`src/core/gich_pkg.sv`:
```
// shared constants and types of the bus interface command handler
package gich_pkg;
    // register byte offsets on the avalon slave
    localparam logic [4:0] REG_CFG = 5'h00;   // bus address setting
    localparam logic [4:0] REG_MASK = 5'h04;  // service request mask
    localparam logic [4:0] REG_STATE = 5'h08; // interface state, read only
    localparam logic [4:0] REG_STB = 5'h0C;   // status byte, read only
    localparam logic [4:0] REG_RXD = 5'h10;   // last received data byte
    localparam logic [4:0] REG_TXD = 5'h14;   // data byte for talking
    // reset values
    localparam logic [5:0] ADDR_RESET = 6'h03;
    localparam logic [7:0] MASK_RESET = 8'h00;
    localparam logic [7:0] TXD_RESET = 8'h00;
    // address setting limits
    localparam logic [5:0] ADDR_MAX = 6'h1E;       // 30, last addressable
    localparam logic [5:0] ADDR_TALK_ONLY = 6'h32; // 50, talk only
    // error codes cleared by device clear, bcd tenths
    localparam logic [7:0] ERR_CLR_FIRST = 8'h10;  // 1.0
    localparam logic [7:0] ERR_CLR_LAST = 8'h44;   // 4.4
    // status byte bit positions
    localparam int STB_READY = 0;
    localparam int STB_ERROR = 2;
    localparam int STB_FAIL = 3;
    localparam int STB_LOCAL = 4;
    localparam int STB_NOOSC = 5;
    localparam int STB_RQS = 6;
    // mask bits that may raise a service request
    localparam logic [7:0] SRQ_USED = 8'h3D;
    // positions in the synchronised pin vector
    localparam int PIN_ATN = 12;
    localparam int PIN_REN = 11;
    localparam int PIN_IFC = 10;
    localparam int PIN_EOI = 9;
    localparam int PIN_DAV = 8;
    localparam int PIN_W = 13;
    // interface command codes, seven bits, parity ignored
    localparam logic [6:0] C_NUL = 7'h00;
    localparam logic [6:0] C_GTL = 7'h01;
    localparam logic [6:0] C_SDC = 7'h04;
    localparam logic [6:0] C_GET = 7'h08;
    localparam logic [6:0] C_LLO = 7'h11;
    localparam logic [6:0] C_DCL = 7'h14;
    localparam logic [6:0] C_SPE = 7'h18;
    localparam logic [6:0] C_SPD = 7'h19;
    localparam logic [6:0] C_UNL = 7'h3F;
    localparam logic [6:0] C_UNT = 7'h5F;
    localparam logic [1:0] GRP_LAD = 2'h1; // bits 6:5 of listen address
    localparam logic [1:0] GRP_TAD = 2'h2; // bits 6:5 of talk address
    // decoded command kinds
    typedef enum logic [3:0] {
        CMD_NONE, CMD_NUL, CMD_GTL, CMD_SDC, CMD_GET, CMD_LLO, CMD_DCL,
        CMD_SPE, CMD_SPD, CMD_UNL, CMD_UNT, CMD_LAD, CMD_TAD
    } gich_cmd_t;
    // remote and local states
    typedef enum logic [1:0] {
        RL_LOCAL, RL_REMOTE, RL_LOCAL_LOCK, RL_REMOTE_LOCK
    } gich_rl_t;
endpackage

```
`src/core/gich_cmd_if.sv`:
```
// command byte and its decoded meaning between top and decoder
`timescale 1ns/10ps
interface gich_cmd_if;
    import gich_pkg::*;
    logic [7:0] cmd_byte; // byte on the data lines
    logic [4:0] my_addr;  // own primary address
    gich_cmd_t kind;      // decoded command
    logic match;          // address field equals own address
    modport dec (input cmd_byte, input my_addr, output kind, output match);
    modport user (output cmd_byte, output my_addr, input kind, input match);
endinterface

```
`src/core/gich_cmd_decoder.sv`:
```
// classifies an interface command byte
`timescale 1ns/10ps
module gich_cmd_decoder
    import gich_pkg::*;
(
    gich_cmd_if.dec cif
);
    // maps seven command bits onto a command kind
    function automatic gich_cmd_t classify(input logic [6:0] c);
        gich_cmd_t k;
        k = CMD_NONE;
        if (c == C_NUL) k = CMD_NUL;
        else if (c == C_GTL) k = CMD_GTL;
        else if (c == C_SDC) k = CMD_SDC;
        else if (c == C_GET) k = CMD_GET;
        else if (c == C_LLO) k = CMD_LLO;
        else if (c == C_DCL) k = CMD_DCL;
        else if (c == C_SPE) k = CMD_SPE;
        else if (c == C_SPD) k = CMD_SPD;
        else if (c == C_UNL) k = CMD_UNL;
        else if (c == C_UNT) k = CMD_UNT;
        else if (c[6:5] == GRP_LAD) k = CMD_LAD;
        else if (c[6:5] == GRP_TAD) k = CMD_TAD;
        return k;
    endfunction

    // decode of kind and address match
    always_comb begin
        cif.kind = classify(cif.cmd_byte[6:0]);
        cif.match = (cif.cmd_byte[4:0] == cif.my_addr);
    end
endmodule

```
`src/core/gich_top.sv`:
```
// device side interface command handler with avalon register slave
// Overview of operation
// - ATN true: data byte is a command
// - DCL aborts, flushes, resets, clears errors 1.0-4.4
// - listener, ATN false: EOI marks final byte
// - GET as listener: abort and restart measurement
// - GTL as listener: go local, keep lockout
// - IFC drops talker and listener, goes idle
// - matching listen address makes device listener
// - matching talk address makes device talker
// - LLO in remote disables the local key
// - REN false: local and lockout cleared
// - null command changes nothing
// - REN true enters remote state
// - SDC as listener acts like DCL
// - SPE enters serial poll, talk status byte
// - SPD leaves serial poll, talk data again
// - UNL drops listener addressing
// - UNT or other talk address drops talker
// - remote ignores panel keys; local key works only when not locked out
// - incoming service request ignored; raise enabled ones
// - status bits unmasked; only masked raise request
// - address 0-30 addressable, 50 talk only
`timescale 1ns/10ps
module gich_top
    import gich_pkg::*;
(
    input wire logic ref_clk,
    input wire logic rst_n,
    input wire logic ce,
    // avalon-mm slave
    input wire logic [4:0] avs_address,
    input wire logic avs_read,
    input wire logic avs_write,
    input wire logic [31:0] avs_writedata,
    input wire logic [3:0] avs_byteenable,
    output logic [31:0] avs_readdata,
    output logic avs_waitrequest,
    // bus pins, true means asserted
    input wire logic bus_atn,
    input wire logic bus_ren,
    input wire logic bus_ifc,
    input wire logic bus_eoi,
    input wire logic bus_dav,
    input wire logic [7:0] bus_dio_i,
    output logic [7:0] bus_dio_o,
    output logic bus_dio_oe,
    output logic bus_srq_o,
    output logic bus_srq_oe,
    // measurement core
    input wire logic cond_ready,
    input wire logic cond_error,
    input wire logic cond_fail,
    input wire logic cond_noosc,
    output logic trig_pulse,
    output logic clear_pulse,
    output logic [7:0] err_clr_first,
    output logic [7:0] err_clr_last,
    // front panel
    input wire logic [7:0] panel_keys,
    input wire logic panel_local_key,
    output logic [7:0] panel_keys_out,
    output logic remote_led,
    output logic talk_led,
    output logic listen_led,
    output logic srq_led
);
    // pin synchroniser stages, only pin_s2 reads pin_s1
    logic [PIN_W-1:0] pin_s1, pin_s2;
    logic dav_q; // delayed dav for edge detect
    // interface state
    gich_rl_t rl, next_rl; // remote/local state and its next value
    logic listener, talker; // addressed to listen, to talk
    logic spoll, ren_q; // serial poll mode, delayed remote enable
    // software registers
    logic [5:0] cfg_addr; // bus address setting
    logic [7:0] srq_mask, tx_data, rx_data; // mask, talk byte, heard byte
    logic rx_eoi, rx_valid; // heard byte ended a message, is unread
    // avalon handshake
    logic ack; // answer cycle of a request
    logic [31:0] rd_mux; // read data being selected
    // derived signals
    logic s_atn, s_ren, s_ifc, s_eoi, s_dav, dav_rise; // synced pins, new byte
    logic [7:0] s_dio, stb; // synced data lines, status byte
    logic talk_only, cmd_take, data_take; // mode, command or data taken
    logic remote, lockout, srq; // remote, lockout set, service wanted
    logic wr_go, rd_go; // write lands, read completes
    gich_cmd_if cif (); // decoder carrier
    // command byte decoder
    gich_cmd_decoder u_dec (
        .cif (cif.dec)
    );
    // true if an address selects a register word
    function automatic logic hit(input logic [4:0] a, input logic [4:0] r);
        return a[4:2] == r[4:2];
    endfunction
    // two flops on every pin before any use
    always_ff @(posedge ref_clk) begin
        if (!rst_n) begin
            pin_s1 <= '0;
            pin_s2 <= '0;
            dav_q <= 1'b0;
            ren_q <= 1'b0;
        end else if (ce) begin
            pin_s1 <= {bus_atn, bus_ren, bus_ifc, bus_eoi, bus_dav,
                       bus_dio_i};
            pin_s2 <= pin_s1;
            dav_q <= pin_s2[PIN_DAV];
            ren_q <= pin_s2[PIN_REN];
        end
    end
    // pin names after synchronising
    assign s_atn = pin_s2[PIN_ATN];
    assign s_ren = pin_s2[PIN_REN];
    assign s_ifc = pin_s2[PIN_IFC];
    assign s_eoi = pin_s2[PIN_EOI];
    assign s_dav = pin_s2[PIN_DAV];
    assign s_dio = pin_s2[7:0];
    assign dav_rise = s_dav & ~dav_q;
    // decoder feed
    assign cif.cmd_byte = s_dio;
    assign cif.my_addr = cfg_addr[4:0];
    // talk only mode needs no controller, takes no commands
    assign talk_only = (cfg_addr == ADDR_TALK_ONLY);
    // attention makes the byte a command
    assign cmd_take = s_atn & dav_rise & ~talk_only;
    // data bytes only while listening with attention false
    assign data_take = ~s_atn & dav_rise & listener;
    assign remote = (rl == RL_REMOTE) | (rl == RL_REMOTE_LOCK);
    assign lockout = (rl == RL_LOCAL_LOCK) | (rl == RL_REMOTE_LOCK);
    // listener and talker addressing
    always_ff @(posedge ref_clk) begin
        if (!rst_n) begin
            listener <= 1'b0;
            talker <= 1'b0;
        end else if (ce) begin
            if (talk_only) begin
                // output only, always talking
                listener <= 1'b0;
                talker <= 1'b1;
            end else if (s_ifc) begin
                // idle, no bus activity
                listener <= 1'b0;
                talker <= 1'b0;
            end else if (cmd_take) begin
                if (cif.kind == CMD_LAD && cif.match) begin
                    listener <= 1'b1;
                end else if (cif.kind == CMD_UNL) begin
                    listener <= 1'b0;
                end
                if (cif.kind == CMD_TAD) begin
                    // own address talks, any other untalks
                    talker <= cif.match;
                end else if (cif.kind == CMD_UNT) begin
                    talker <= 1'b0;
                end
            end
        end
    end
    // serial poll mode
    always_ff @(posedge ref_clk) begin
        if (!rst_n) begin
            spoll <= 1'b0;
        end else if (ce) begin
            if (s_ifc || talk_only) begin
                spoll <= 1'b0;
            end else if (cmd_take && cif.kind == CMD_SPE) begin
                spoll <= 1'b1;
            end else if (cmd_take && cif.kind == CMD_SPD) begin
                spoll <= 1'b0;
            end
        end
    end
    // remote/local transitions; null and unknown commands do nothing
    always_comb begin
        next_rl = rl;
        if (!s_ren || talk_only) begin
            // remote enable gone: local, lockout cleared
            next_rl = RL_LOCAL;
        end else begin
            unique case (rl)
                RL_LOCAL: begin
                    // entering remote on remote enable
                    if (s_ren && !ren_q) next_rl = RL_REMOTE;
                end
                RL_LOCAL_LOCK: begin
                    if (s_ren && !ren_q) next_rl = RL_REMOTE_LOCK;
                end
                RL_REMOTE: begin
                    if (cmd_take && cif.kind == CMD_GTL && listener) begin
                        next_rl = RL_LOCAL;
                    end else if (cmd_take && cif.kind == CMD_LLO) begin
                        next_rl = RL_REMOTE_LOCK;
                    end else if (panel_local_key) begin
                        // local key works while not locked out
                        next_rl = RL_LOCAL;
                    end
                end
                RL_REMOTE_LOCK: begin
                    // local key disabled; go to local keeps lockout
                    if (cmd_take && cif.kind == CMD_GTL && listener) begin
                        next_rl = RL_LOCAL_LOCK;
                    end
                end
            endcase
        end
    end
    // remote/local state register
    always_ff @(posedge ref_clk) begin
        if (!rst_n) begin
            rl <= RL_LOCAL;
        end else if (ce) begin
            rl <= next_rl;
        end
    end
    // one cycle trigger and clear toward the measurement core
    always_ff @(posedge ref_clk) begin
        if (!rst_n) begin
            trig_pulse <= 1'b0;
            clear_pulse <= 1'b0;
        end else if (ce) begin
            // abort and restart measurement on group trigger
            trig_pulse <= cmd_take & (cif.kind == CMD_GET)
                          & listener;
            // abort, flush sends, reset gate, blank, clear low errors
            clear_pulse <= cmd_take & ((cif.kind == CMD_DCL)
                           | ((cif.kind == CMD_SDC) & listener));
        end else begin
            trig_pulse <= 1'b0;
            clear_pulse <= 1'b0;
        end
    end
    // range of error codes a clear pulse removes
    assign err_clr_first = ERR_CLR_FIRST;
    assign err_clr_last = ERR_CLR_LAST;

    // status byte shows conditions regardless of the mask
    always_comb begin
        stb = 8'h00;
        stb[STB_READY] = cond_ready;
        stb[STB_ERROR] = cond_error;
        stb[STB_FAIL] = cond_fail;
        stb[STB_LOCAL] = ~remote;
        stb[STB_NOOSC] = cond_noosc;
        stb[STB_RQS] = srq;
    end
    // only masked-in conditions request service
    assign srq = |({2'b00, cond_noosc, ~remote, cond_fail, cond_error,
                    1'b0, cond_ready} & srq_mask & SRQ_USED);
    // bus outputs: request line and talker data
    always_ff @(posedge ref_clk) begin
        if (!rst_n) begin
            bus_srq_o <= 1'b0;
            bus_srq_oe <= 1'b0;
            bus_dio_o <= 8'h00;
            bus_dio_oe <= 1'b0;
        end else if (ce) begin
            // open drain request, pulled while condition stands
            bus_srq_o <= 1'b0;
            bus_srq_oe <= srq & ~talk_only;
            // status byte in serial poll, data otherwise
            bus_dio_o <= spoll ? stb : tx_data;
            bus_dio_oe <= talker & ~s_atn & ~s_ifc;
        end
    end
    // panel keys blocked in remote; local key handled above
    always_ff @(posedge ref_clk) begin
        if (!rst_n) begin
            panel_keys_out <= 8'h00;
        end else if (ce) begin
            panel_keys_out <= remote ? 8'h00 : panel_keys;
        end
    end
    // front panel status lamps
    always_ff @(posedge ref_clk) begin
        if (!rst_n) begin
            remote_led <= 1'b0;
            talk_led <= 1'b0;
            listen_led <= 1'b0;
            srq_led <= 1'b0;
        end else if (ce) begin
            remote_led <= remote;
            talk_led <= talker;
            listen_led <= listener;
            srq_led <= srq;
        end
    end
    // received data byte with end mark; new byte beats read clear
    always_ff @(posedge ref_clk) begin
        if (!rst_n) begin
            rx_data <= 8'h00;
            rx_eoi <= 1'b0;
            rx_valid <= 1'b0;
        end else if (ce) begin
            if (data_take) begin
                rx_data <= s_dio;
                rx_eoi <= s_eoi;
                rx_valid <= 1'b1;
            end else if (rd_go && hit(avs_address, REG_RXD)) begin
                rx_valid <= 1'b0;
            end
        end
    end
    // avalon: one wait cycle, then the answer cycle
    always_ff @(posedge ref_clk) begin
        if (!rst_n) begin
            ack <= 1'b0;
        end else if (ce) begin
            ack <= (avs_read | avs_write) & ~ack;
        end
    end
    assign avs_waitrequest = (avs_read | avs_write) & ~ack;
    assign wr_go = avs_write & ack & ce;
    assign rd_go = avs_read & ack & ce;
    // writable registers, low byte lane only
    always_ff @(posedge ref_clk) begin
        if (!rst_n) begin
            cfg_addr <= ADDR_RESET;
            srq_mask <= MASK_RESET;
            tx_data <= TXD_RESET;
        end else if (wr_go && avs_byteenable[0]) begin
            if (hit(avs_address, REG_CFG)) begin
                // only 0..30 and 50 are legal settings
                if (avs_writedata[5:0] <= ADDR_MAX ||
                    avs_writedata[5:0] == ADDR_TALK_ONLY) begin
                    cfg_addr <= avs_writedata[5:0];
                end
            end
            if (hit(avs_address, REG_MASK)) srq_mask <= avs_writedata[7:0];
            if (hit(avs_address, REG_TXD)) tx_data <= avs_writedata[7:0];
        end
    end
    // read multiplexer; unmapped words read zero
    always_comb begin
        rd_mux = 32'h0000_0000;
        if (hit(avs_address, REG_CFG)) begin
            rd_mux[5:0] = cfg_addr;
        end else if (hit(avs_address, REG_MASK)) begin
            rd_mux[7:0] = srq_mask;
        end else if (hit(avs_address, REG_STATE)) begin
            rd_mux[6:0] = {talk_only, srq, spoll, talker, listener,
                           lockout, remote};
        end else if (hit(avs_address, REG_STB)) begin
            rd_mux[7:0] = stb;
        end else if (hit(avs_address, REG_RXD)) begin
            rd_mux[9:0] = {rx_valid, rx_eoi, rx_data};
        end else if (hit(avs_address, REG_TXD)) begin
            rd_mux[7:0] = tx_data;
        end
    end
    // read data captured in the wait cycle, stands in the answer cycle
    always_ff @(posedge ref_clk) begin
        if (!rst_n) begin
            avs_readdata <= 32'h0000_0000;
        end else if (ce && avs_read && !ack) begin
            avs_readdata <= rd_mux;
        end
    end
endmodule

```
`config.mk`:
```
export PLATFORM = sky130hd
export DESIGN_NAME = gich_top
export DESIGN_NICKNAME = d
export VERILOG_FILES = /design/src/core/gich_pkg.sv /design/src/core/gich_cmd_if.sv /design/src/core/gich_cmd_decoder.sv /design/src/core/gich_top.sv
export SDC_FILE = /design/constraint.sdc
export NUM_CORES = 1
export LEC_CHECK = 0
export BUFFER_PORTS_ARGS = -buffer_cell sky130_fd_sc_hd__buf_4
export CORE_MARGIN = 5
export CORE_UTILIZATION = 55
export CTS_CLUSTER_SIZE = 20
export DETAILED_ROUTE_END_ITERATION = 8
export PLACE_DENSITY = 0.92
export SYNTH_ARGS = -nofsm -noshare
export SYNTH_HDL_FRONTEND = slang
export SYNTH_HIERARCHICAL = 1
export SYNTH_SLANG_ARGS = --single-unit
export TNS_END_PERCENT = 30
```
`constraint.sdc`:
```
create_clock -name ref_clk -period 7.2 [get_ports ref_clk]
set_input_delay 2.16 -clock ref_clk [delete_from_list [all_inputs] [get_ports ref_clk]]
set_output_delay 2.16 -clock ref_clk [all_outputs]
set_load 0.02 [all_outputs]
```
==> metrics.cfg <==
[detailed_routing]
drtIter0Drc=338
ant_nets=0
drt_wl_total_mm=12.5
wl_per_cell_um=16.5
vias=4261
vias_per_cell=5.64
drt_pass1_iterations=5
drc=0

[timing]
finalSetupViolations=0
timing.final.crit_share=0.662
fmax_mhz=210
maxSlewHeadroom=0.394
tightest_slew_ns=0.909
min_period_ns=4.77
setup-tns-final_ns=0
rsz0062_at_grt=no
finalHoldViolations=0
skew_ns=0.00881
drv_slew=0

[final_layout]
finalInstanceArea_mm2=0.00589
fin_cells=755
n_antenna_cell=0
fin_nets=691
areaGrowthSynthToFinish_pct=10.6
final_layout_size_suffix_gt1_frac=0.190
final_core_util=0.613

[synthesis]
synth-async-reset-ratio=0
synth.distinct_cells=75
yosysTopAreaCell=dfxtp_1
ys_seq_area_frac=0.376
syn_area_per_cell_um2=9.44
yosys_most_used_dff=dfxtp_1
yosys_register_bits=100
synth_top_area_frac=0.376
yosys_warnings=6
synth_area_leaders=dfxtp_1, mux2i_1, nor2b_1
synth-edff-count=0
synth_area_mm2=0.00532
synthCells=564

[clock_network]
clock_latency_ns=0.37
h-tree-depth=3
cts_tree=done
numCtsBuffers=9
cts_sinks=100
clock_path_buffers=2
hold_buffers=0
cts_setup_buffers=0
clk_root_buffer_cell=clkbuf_8
clk_pin_slew_ns=0.09
cts_resized=0

[floorplanning]
die_width_um=108
fp.dieH_um=108
num_rows=36
start_util=0.555
die-area_mm2=0.0117
coreArea_mm2=0.00959
ios=146

[place]
placed_cell_area_mm2=0.00571
place_inst=739
gp_congestion=0.913
io_buffers=77
dpl.hpwl_mm=9.15

[setup_path]
cp-end-kind=output pin
cp.required_ns=5.04
start_kind=primary input
rrSetupSlack_ns=4.33
path_max_fanout=3
arrival_ns=2.61
path_class=in -> out

[grt]
grt_max_degree=102
grt_pass1_wl_mm=20.2
antenna_found_initial=0
grt_pass1_vias=4168
overflow=0
track_usage=0.215

[run_status]
status=finished clean

[power]
ir_drop_mv=0.163
p_leak_nw=2.40
p_per_area_mw_per_mm2=180

[run]
drv_cap=0

[min_path]
hp-class=reg -> reg

## sequential cells by signal, indices dropped and copies added (netlist names), 2 cells and up
| register | count |
|---|---|
| cfg_addr | 6 |
| tx_data | 8 |
| rx_data | 8 |
| bus_dio_o | 8 |
| panel_keys_out | 8 |
| pin_s2 | 13 |
| srq_mask | 8 |
| rl | 2 |
| pin_s1 | 13 |
| avs_readdata | 10 |
## per-layer routing
| metal | up-vias | track usage | routed length, um |
|---|---|---|---|
| li1 | 1982 | - | - |
| met1 | 2020 | 0.273 | 5050 |
| met2 | 224 | 0.353 | 5980 |
| met3 | 35 | 0.0525 | 1100 |
| met4 | 0 | 0.0794 | 359 |
| met5 | - | 0 | 0 |
## cells in the mapped netlist (all sizes together) (4+ instances only)
cell type	number
dfxtp	100
nor2b	89
mux2i	71
buf	60
nand2	30
a21oi	25
nor2	18
o21ai	14
clkbuf	13
inv	13
nand2b	8
nor3	8
o22ai	8
a21boi	7
a22oi	7
o211a	7
nand3	6
nand3b	5
o221ai	5
xnor2	5
a221oi	4
o211ai	4
xor2	4
## metrics by stage
| stage | worst slack, ns | power [mW] | hold WS [ns] |
|---|---|---|---|
| after floorplan | 2.55 | 0.715 | 0.475 |
| after global placement | 2.45 | 0.736 | 0.465 |
| after detailed placement | 2.45 | 0.744 | 0.474 |
| after CTS | 2.44 | 1.06 | 0.497 |
| after global routing | 2.41 | 1.10 | 0.521 |
| final | 2.43 | 1.06 | 0.490 |
## final timing paths
| check | startpoint | endpoint | depth (start not counted) |
|---|---|---|---|
| setup / recovery | avs_read | avs_waitrequest | 4 |
| hold / removal | listen_led | listen_led | 2 |
| setup reg to reg | pin_s2[2] | rl[0] | 9 |
| hold reg to reg | listen_led | listen_led | 2 |
## power breakdown
| group | total [mW] | internal (mW) | switching [mW] | leakage, nW |
|---|---|---|---|---|
| sequential | 0.580 | 0.566 | 0.0133 | 0.812 |
| combinational | 0.153 | 0.0630 | 0.0897 | 1.50 |
| clock | 0.329 | 0.129 | 0.200 | 0.0837 |
## cell families after synthesis
kind of cell	Yosys count	share of synthesized area
and+or+nand+nor	188	0.218
adders and majority gates	2	0.00470
muxes	73	0.138
buffers and inverters	86	0.103
other	2	0.00141
DFF	100	0.376
xor gates and xnor gates	9	0.0148
AOI/OAI and AO/OA	104	0.144
## final cells by class
type	instances	area, um^2
clock buffer	10	128
clock inverter	6	46.3
multi-input combinational	415	2910
inverter	13	48.8
tap	133	166
fill	800	3710
timing repair buffer	78	586
sequential	100	2000
## critical path, stage by stage
cell	delay, ns
buf_4	0.11
nor2_1	0.04
nor2_1	0.13
buf_4	0.17
## placed cells by master, fill, tap and decap left out, types with 8 or more instances in the layout
cell	Yosys	layout
a21oi_1	25	25
buf_4	42	78
clkbuf_8	0	9
conb_1	2	39
dfxtp_1	100	100
inv_1	12	12
mux2i_1	71	71
nand2_1	30	30
nand2b_1	8	8
nor2_1	17	17
nor2b_1	88	88
o21ai_0	9	9
No activity file was read; power rests on OpenSTA's default activity.
